**src/tmr16_pkg.sv**
```systemverilog
// constants for the 16-bit capture and pulse generation timer
package tmr16_pkg;
  // register indices; byte address is four times the index
  localparam logic [7:0] TMR16_IDX_CTRL_LOW = 8'hc2;
  localparam logic [7:0] TMR16_IDX_CTRL_HIGH = 8'hc3;
  localparam logic [7:0] TMR16_IDX_PERIOD_LOW = 8'hc4;
  localparam logic [7:0] TMR16_IDX_PERIOD_HIGH = 8'hc5;
  localparam logic [7:0] TMR16_IDX_DUTY_LOW = 8'hc6;
  localparam logic [7:0] TMR16_IDX_DUTY_HIGH = 8'hc7;
  // reset values
  localparam logic [7:0] TMR16_RST_CTRL = 8'h00;
  localparam logic [7:0] TMR16_RST_DATA = 8'hff;
  // control high fields
  localparam int TMR16_BIT_ENABLE = 7;
  localparam int TMR16_BIT_MODE_HI = 5;
  localparam int TMR16_BIT_MODE_LO = 4;
  localparam int TMR16_BIT_CLEAR = 0;
  // control low fields
  localparam int TMR16_BIT_CKSEL_HI = 7;
  localparam int TMR16_BIT_CKSEL_LO = 5;
  localparam int TMR16_BIT_IRQFLAG = 4;
  localparam int TMR16_BIT_POLARITY = 2;
  localparam int TMR16_BIT_CNTREAD = 0;
  // operating modes
  localparam logic [1:0] TMR16_MODE_TIMER = 2'h0;
  localparam logic [1:0] TMR16_MODE_CAPTURE = 2'h1;
  localparam logic [1:0] TMR16_MODE_ONESHOT = 2'h2;
  localparam logic [1:0] TMR16_MODE_REPEAT = 2'h3;
  // clock selections
  localparam logic [2:0] TMR16_CK_DIV512 = 3'h0;
  localparam logic [2:0] TMR16_CK_DIV128 = 3'h1;
  localparam logic [2:0] TMR16_CK_DIV32 = 3'h2;
  localparam logic [2:0] TMR16_CK_DIV8 = 3'h3;
  localparam logic [2:0] TMR16_CK_DIV4 = 3'h4;
  localparam logic [2:0] TMR16_CK_DIV2 = 3'h5;
  localparam logic [2:0] TMR16_CK_DIV1 = 3'h6;
  localparam logic [2:0] TMR16_CK_OTHER = 3'h7;
  localparam int TMR16_PRESCALE_W = 9;
  // capture edge selection
  localparam logic [1:0] TMR16_EDGE_NONE = 2'h0;
  localparam logic [1:0] TMR16_EDGE_FALL = 2'h1;
  localparam logic [1:0] TMR16_EDGE_RISE = 2'h2;
  localparam logic [1:0] TMR16_EDGE_BOTH = 2'h3;
endpackage

```
**src/tmr16_timer.sv**
```systemverilog
// 16-bit timer with capture and pulse generation, classic wishbone slave
`timescale 1ns/1ps
`default_nettype none

module tmr16_timer
  import tmr16_pkg::*;
#(
  parameter int CNT_W = 16,
  parameter int ADR_W = 12
)(
  // clock and reset
  input wire logic clk_sys,
  input wire logic rstn,
  // wishbone slave
  input wire logic wb_cyc_i,
  input wire logic wb_stb_i,
  input wire logic wb_we_i,
  input wire logic [ADR_W-1:0] wb_adr_i,
  input wire logic [3:0] wb_sel_i,
  input wire logic [31:0] wb_dat_i,
  output logic [31:0] wb_dat_o_q,
  output logic wb_ack_o_q,
  // system side
  input wire logic otherTimerMatch,
  input wire logic intAck,
  input wire logic [1:0] extIntPolarity,
  output logic timerIrq_q,
  // pins
  input wire logic captureTrigger,
  output logic toggleOut_q,
  output logic pwmOut_q
);

  logic [7:0] periodLow_q;
  logic [7:0] periodHigh_q;
  logic [7:0] dutyLow_q;
  logic [7:0] dutyHigh_q;
  logic enable_q;
  logic [1:0] mode_q;
  logic clearPend_q;
  logic [2:0] clkSel_q;
  logic irqFlag_q;
  logic polarity_q;
  logic readPend_q;
  logic startPend_q;
  logic [CNT_W-1:0] count_q;
  logic [TMR16_PRESCALE_W-1:0] prescale_q;
  logic trigS1_q;
  logic trigS2_q;
  logic trigS3_q;
  logic trigLvl_q;

  logic [CNT_W-1:0] periodVal;
  logic [CNT_W-1:0] dutyVal;
  logic wbReq;
  logic wbWrite;
  logic [ADR_W-3:0] wbIdx;
  logic selCtrlLow;
  logic selCtrlHigh;
  logic selPerLow;
  logic selPerHigh;
  logic selDutyLow;
  logic selDutyHigh;
  logic tick;
  logic match;
  logic isPpg;
  logic captureEv;
  logic trigRise;
  logic trigFall;
  logic startLevel;
  logic idleLevel;

  assign periodVal = {periodHigh_q, periodLow_q};
  assign dutyVal = {dutyHigh_q, dutyLow_q};
  assign wbReq = wb_cyc_i && wb_stb_i && !wb_ack_o_q;
  assign wbWrite = wbReq && wb_we_i && wb_sel_i[0];
  assign wbIdx = wb_adr_i[ADR_W-1:2];
  assign selCtrlLow = wbIdx == (ADR_W-2)'(TMR16_IDX_CTRL_LOW);
  assign selCtrlHigh = wbIdx == (ADR_W-2)'(TMR16_IDX_CTRL_HIGH);
  assign selPerLow = wbIdx == (ADR_W-2)'(TMR16_IDX_PERIOD_LOW);
  assign selPerHigh = wbIdx == (ADR_W-2)'(TMR16_IDX_PERIOD_HIGH);
  assign selDutyLow = wbIdx == (ADR_W-2)'(TMR16_IDX_DUTY_LOW);
  assign selDutyHigh = wbIdx == (ADR_W-2)'(TMR16_IDX_DUTY_HIGH);
  assign isPpg = mode_q[1];
  assign startLevel = !polarity_q;
  assign idleLevel = polarity_q;

  // count clock selection
  always_comb
  begin
    case (clkSel_q)
      TMR16_CK_DIV512: tick = &prescale_q[8:0];
      TMR16_CK_DIV128: tick = &prescale_q[6:0];
      TMR16_CK_DIV32: tick = &prescale_q[4:0];
      TMR16_CK_DIV8: tick = &prescale_q[2:0];
      TMR16_CK_DIV4: tick = &prescale_q[1:0];
      TMR16_CK_DIV2: tick = prescale_q[0];
      TMR16_CK_DIV1: tick = 1'b1;
      TMR16_CK_OTHER: tick = otherTimerMatch;
      default: tick = 1'b0;
    endcase
  end

  assign match = enable_q && !startPend_q && tick && (count_q == periodVal);

  // capture edge, chosen by the external interrupt polarity
  assign trigRise = trigS2_q && trigS3_q && !trigLvl_q;
  assign trigFall = !trigS2_q && !trigS3_q && trigLvl_q;
  always_comb
  begin
    case (extIntPolarity)
      TMR16_EDGE_FALL: captureEv = trigFall;
      TMR16_EDGE_RISE: captureEv = trigRise;
      TMR16_EDGE_BOTH: captureEv = trigFall || trigRise;
      default: captureEv = 1'b0;
    endcase
  end

  // free-running prescaler
  always_ff @(posedge clk_sys or negedge rstn)
  begin
    if (!rstn)
      prescale_q <= '0;
    else
      prescale_q <= prescale_q + 1'b1;
  end

  // trigger pin synchroniser
  always_ff @(posedge clk_sys or negedge rstn)
  begin
    if (!rstn)
    begin
      trigS1_q <= 1'b0;
      trigS2_q <= 1'b0;
      trigS3_q <= 1'b0;
      trigLvl_q <= 1'b0;
    end
    else
    begin
      trigS1_q <= captureTrigger;
      trigS2_q <= trigS1_q;
      trigS3_q <= trigS2_q;
      if (trigS2_q == trigS3_q)
        trigLvl_q <= trigS3_q;
    end
  end

  // control high: enable, mode, clear request
  always_ff @(posedge clk_sys or negedge rstn)
  begin
    if (!rstn)
    begin
      enable_q <= TMR16_RST_CTRL[TMR16_BIT_ENABLE];
      mode_q <= TMR16_RST_CTRL[TMR16_BIT_MODE_HI:TMR16_BIT_MODE_LO];
      clearPend_q <= 1'b0;
      startPend_q <= 1'b0;
    end
    else
    begin
      clearPend_q <= 1'b0;
      startPend_q <= 1'b0;
      if (wbWrite && selCtrlHigh)
      begin
        enable_q <= wb_dat_i[TMR16_BIT_ENABLE];
        mode_q <= wb_dat_i[TMR16_BIT_MODE_HI:TMR16_BIT_MODE_LO];
        clearPend_q <= wb_dat_i[TMR16_BIT_CLEAR];
        startPend_q <= wb_dat_i[TMR16_BIT_ENABLE];
      end
      else if (match && mode_q == TMR16_MODE_ONESHOT)
        enable_q <= 1'b0;
    end
  end

  // control low: clock select, flag, polarity, read request
  always_ff @(posedge clk_sys or negedge rstn)
  begin
    if (!rstn)
    begin
      clkSel_q <= TMR16_RST_CTRL[TMR16_BIT_CKSEL_HI:TMR16_BIT_CKSEL_LO];
      irqFlag_q <= TMR16_RST_CTRL[TMR16_BIT_IRQFLAG];
      polarity_q <= TMR16_RST_CTRL[TMR16_BIT_POLARITY];
      readPend_q <= 1'b0;
    end
    else
    begin
      readPend_q <= 1'b0;
      if (wbWrite && selCtrlLow)
      begin
        clkSel_q <= wb_dat_i[TMR16_BIT_CKSEL_HI:TMR16_BIT_CKSEL_LO];
        polarity_q <= wb_dat_i[TMR16_BIT_POLARITY];
        readPend_q <= wb_dat_i[TMR16_BIT_CNTREAD];
      end
      // a new interrupt beats acknowledge or a software clear
      if (match)
        irqFlag_q <= 1'b1;
      else if (intAck || (wbWrite && selCtrlLow && !wb_dat_i[TMR16_BIT_IRQFLAG]))
        irqFlag_q <= 1'b0;
    end
  end

  // interrupt request pulse towards the system
  always_ff @(posedge clk_sys or negedge rstn)
  begin
    if (!rstn)
      timerIrq_q <= 1'b0;
    else
      timerIrq_q <= match;
  end

  // period data pair
  always_ff @(posedge clk_sys or negedge rstn)
  begin
    if (!rstn)
    begin
      periodLow_q <= TMR16_RST_DATA;
      periodHigh_q <= TMR16_RST_DATA;
    end
    else if (wbWrite && selPerLow)
      periodLow_q <= wb_dat_i[7:0];
    else if (wbWrite && selPerHigh)
      periodHigh_q <= wb_dat_i[7:0];
  end

  // duty / capture pair; hardware loads win over software writes
  always_ff @(posedge clk_sys or negedge rstn)
  begin
    if (!rstn)
    begin
      dutyLow_q <= TMR16_RST_DATA;
      dutyHigh_q <= TMR16_RST_DATA;
    end
    else if ((captureEv && enable_q && mode_q == TMR16_MODE_CAPTURE) || readPend_q)
    begin
      {dutyHigh_q, dutyLow_q} <= count_q;
    end
    else if (wbWrite && selDutyLow)
      dutyLow_q <= wb_dat_i[7:0];
    else if (wbWrite && selDutyHigh)
      dutyHigh_q <= wb_dat_i[7:0];
  end

  // counter
  always_ff @(posedge clk_sys or negedge rstn)
  begin
    if (!rstn)
      count_q <= '0;
    else if (clearPend_q || startPend_q)
      count_q <= '0;
    else if (match)
      count_q <= '0;
    else if (enable_q && tick)
      count_q <= count_q + 1'b1;
  end

  // toggle pin: toggles on match in timer mode only
  always_ff @(posedge clk_sys or negedge rstn)
  begin
    if (!rstn)
      toggleOut_q <= 1'b0;
    else if (!enable_q || mode_q != TMR16_MODE_TIMER)
      toggleOut_q <= idleLevel;
    else if (startPend_q)
      toggleOut_q <= startLevel;
    else if (match)
      toggleOut_q <= !toggleOut_q;
  end

  // pwm pin: start level below duty, other level from duty to period
  always_ff @(posedge clk_sys or negedge rstn)
  begin
    if (!rstn)
      pwmOut_q <= 1'b0;
    // stay idle while the restart clears a stale count
    else if (!enable_q || !isPpg || startPend_q)
      pwmOut_q <= idleLevel;
    else if (count_q < dutyVal)
      pwmOut_q <= startLevel;
    else
      pwmOut_q <= !startLevel;
  end

  // bus answer: one cycle after the request, unmapped reads give zero
  always_ff @(posedge clk_sys or negedge rstn)
  begin
    if (!rstn)
    begin
      wb_ack_o_q <= 1'b0;
      wb_dat_o_q <= '0;
    end
    else
    begin
      wb_ack_o_q <= wbReq;
      wb_dat_o_q <= '0;
      if (wbReq && !wb_we_i)
      begin
        if (selCtrlLow)
          wb_dat_o_q[7:0] <= {clkSel_q, irqFlag_q, 1'b0, polarity_q, 1'b0, readPend_q};
        else if (selCtrlHigh)
          wb_dat_o_q[7:0] <= {enable_q, 1'b0, mode_q, 3'h0, clearPend_q};
        else if (selPerLow)
          wb_dat_o_q[7:0] <= periodLow_q;
        else if (selPerHigh)
          wb_dat_o_q[7:0] <= periodHigh_q;
        else if (selDutyLow)
          wb_dat_o_q[7:0] <= dutyLow_q;
        else if (selDutyHigh)
          wb_dat_o_q[7:0] <= dutyHigh_q;
      end
    end
  end
endmodule

`default_nettype wire
```
**config.mk**
```make
export PLATFORM = sky130hd
export DESIGN_NAME = tmr16_timer
export DESIGN_NICKNAME = d
export VERILOG_FILES = /design/src/tmr16_pkg.sv /design/src/tmr16_timer.sv
export SDC_FILE = /design/constraint.sdc
export NUM_CORES = 1
export LEC_CHECK = 0
export BUFFER_PORTS_ARGS = -buffer_cell sky130_fd_sc_hd__buf_2
export CAP_MARGIN = 20
export CORE_UTILIZATION = 55
export CTS_BUF_LIST = sky130_fd_sc_hd__clkbuf_2 sky130_fd_sc_hd__clkbuf_4 sky130_fd_sc_hd__clkbuf_8
export CTS_CLUSTER_DIAMETER = 60
export DETAILED_ROUTE_END_ITERATION = 16
export PLACE_DENSITY_LB_ADDON = 0.1
export SETUP_SLACK_MARGIN = 0.4
export SYNTH_ARGS = -nofsm -noshare
export SYNTH_HDL_FRONTEND = slang
export SYNTH_SLANG_ARGS = --single-unit
```
**constraint.sdc**
```tcl
create_clock -name clk_sys -period 3.2 [get_ports clk_sys]
set_input_delay 0.64 -clock clk_sys [delete_from_list [all_inputs] [get_ports clk_sys]]
set_output_delay 0.64 -clock clk_sys [all_outputs]
set_load 0.02 [all_outputs]
```
==> impl_metrics.toml <==
[sta]
holdWs_ps = 379
skew_ps = 14.2
worst_slew_pin_slew_ps = 872
drv_slew = 0
period_minus_slack_ps = 2630
timing.slew.headroom = 0.419
setup_viol = 0
rsz0062_at_grt = "true"
setup_tns_ps = 0
worst_slack_ps = 566
timing.final.crit_share = 0.823
hold_viol = 0
max_clock_freq_mhz = 380

[hold_path]
hold_path.class = "in2async"

[logic_synthesis]
synth_top_cell_by_area = "dfrtp_1"
synthFlopType = "dfrtp_1"
avgSynthCellArea_sq_um = 10.4
synth_seq_cells = 84
async_flop_share = 1.00
synthCells = 470
synth.area.top_cells = "dfrtp_1 27%, dfstp_2 17%, ha_1 5.6%"
syn_area_sq_um = 4880
synth_edf_count = 0
synth.yosys.seq_area_share = 0.439
ys_types = 57
yosys_warnings = 0
synth_top_area_share = 0.266

[run]
max_cap_violations = 0

[pwr]
peakVddDrop_v = 0.000210
cellPowerDensity_nw_per_um2 = 401
p_leak_uw = 0.00266

[place]
place_congestion = 0.938
hpwlAfterDp_mm = 7.97
pre_cts_slack_ps = 135
port_buffers = 40

[clocking]
clock-sinks = 84
clkTransAtPathRegs_ps = 90
post-cts-setup-buffers = 0
clk_path_buf_depth = 2
cts_tree = "built"
cts_root_buf = "clkbuf_8"
cts_buffers = 9
holdBufCountCts = 0
cts_max_level = 3
clk_latency_ps = 370

[setup_path]
crit_top_cell = "ha_1"
crit_fanout = 6
slowest_stage = "or4b_1"
path_cells = "ha_1 -> nand3_1 -> nor2_2 -> and2_1 -> ha_1 -> nor2b_1 -> a2111oi_4 -> or2_1 -> or4b_1 -> a31oi_1"
cp-end-kind = "flip-flop"
slowest_delay_ps = 520
worstPathRequired_ps = 3490
cp.arrival_ps = 2920
start_kind = "flip-flop"
crit_type = "reg2reg"

[drt]
drtIter0Drc = 171
ant_nets = 0
drc_errors = 0
via_per_inst = 5.82
drt-wirelength-per-cell_um = 17.9
dr.pass1.iters = 4
wl_mm = 11.2
route.vias.total = 3625

[layout]
diodes = 0
nNetsFinal = 590
areaGrowthSynthToFinish_pct = 10.0
multi_input_area_sq_um = 2450
drive_gt1_frac = 0.272
fill_cells = 737
register_area_sq_um = 2140

[floorplan]
die_area_sq_um = 9260
die_h_um = 96.2
core_sq_um = 8680
die_x_um = 96.2
initial_core_util = 0.563
num_rows = 34
pin_count = 94

[global_routing]
grt_max_degree = 70
grt_overflow = 0
grt_antenna_before_repair = 0
grt_pass1_wl_mm = 17.9
grt_use_total = 0.265
grt_pass1_vias = 3449

[status]
status = "complete, no violations"
[power by group]
| part | internal [uW] | switching, uW |
|---|---|---|
| combinational | 36.8 | 87.7 |
| clock | 540 | 404 |
| sequential | 1080 | 10.9 |
[critical path, delay by kind of cell (launching register included)]
kind / cells / cell delay, ps
simple gates: 6 / 1530
flops: 1 / 420
fa+ha+maj: 2 / 350
compound gates: 2 / 260
[through the flow]
stage	cell area [sq um]	cells	total power [uW]	util
detailed placement	5110	607	1230	0.589
global placement	5110	607	1230	0.589
finish	5370	623	2160	0.619
global route	5370	623	2230	0.619
floorplan	4970	493	1190	-
CTS	5360	623	2170	0.618
[Yosys cell counts (3+ instances only)]
cell type / instances
buf_2: 7
buf_4: 24
and3_1: 8
a211oi_1: 3
dfstp_2: 32
nand4b_1: 3
mux2_2: 20
mux4_2: 8
inv_1: 32
dfrtp_1: 52
a21oi_1: 41
nand2b_1: 3
nand3_1: 12
nor2b_1: 4
nor4_1: 6
and2_1: 3
xnor2_1: 3
o41ai_1: 4
ha_1: 22
nor2_1: 35
nand4_1: 8
or4_1: 5
o21ai_0: 10
mux2i_1: 18
or3_1: 3
clkbuf_1: 10
xor2_1: 19
nor3_1: 8
nand2_1: 23
and3b_1: 3
o31ai_1: 7
[timing repair]
action / CTS / global route
endpoints found under the setup margin: 13 / 15
gates cloned: 0 / 0
gates resized for setup: 1 / 2
pin swaps: 0 / 1
[flip-flops by register name, indices dropped and copies added, names as in the netlist, 2 cells and up]
| signal | cells |
|---|---|
| periodLow_q | 8 |
| dutyHigh_q | 8 |
| dutyLow_q | 8 |
| periodHigh_q | 8 |
| wb_dat_o_q | 8 |
| count_q | 16 |
| clkSel_q | 3 |
| mode_q | 2 |
| prescale_q | 9 |
[worst paths after layout]
kind | startpoint | to | slack [ps] | cells past startpoint
max | prescale_q[0] | count_q[12] | 570 | 10
min | rstn | trigS2_q | 380 | 1
max reg2reg | prescale_q[0] | count_q[12] | 570 | 10
min reg2reg | trigS1_q | trigS2_q | 380 | 0
max in group asynchronous | rstn | periodLow_q[4] | 1990 | 2
min in group clk_sys | trigS1_q | trigS2_q | 380 | 0
[layout by cell type (no fill, tap or decap), types with 10 or more instances in the layout]
cell / instances
dfstp_2: 32
mux2_2: 20
clkbuf_8: 10
mux2i_1: 18
o21ai_0: 10
buf_2: 39
buf_4: 11
xor2_1: 19
nor2_1: 34
ha_1: 22
conb_1: 24
nand2_1: 23
a21oi_1: 41
dfrtp_1: 52
nand3_1: 12
inv_1: 32
[layer usage]
| metal | track usage | vias up | share of wire |
|---|---|---|---|
| met3 | 0.0403 | 24 | 0.058 |
| met2 | 0.415 | 128 | 0.47 |
| met1 | 0.365 | 1770 | 0.45 |
| met5 | 0 | - | 0 |
| met4 | 0.114 | 0 | 0.024 |
| li1 | - | 1703 | - |
[cell type report]
cell class | count | share of cell area
multi-input cells | 333 | 0.456
flip-flops and latches | 84 | 0.399
repair buffers | 50 | 0.0517
clock buffers | 10 | 0.0256
well taps | 108 | 0.0252
inverters | 32 | 0.0224
clock inverters | 6 | 0.0207
[cells by family after synthesis]
family / Yosys count / synth area share
other cells: 1 / 0.000768
xor+xnor: 22 / 0.0395
fa+ha+maj: 22 / 0.0564
flops: 84 / 0.439
buf+inv: 76 / 0.0817
mux: 46 / 0.120
compound gates: 80 / 0.104
simple gates: 139 / 0.160
(Power assumes the default switching activity.)
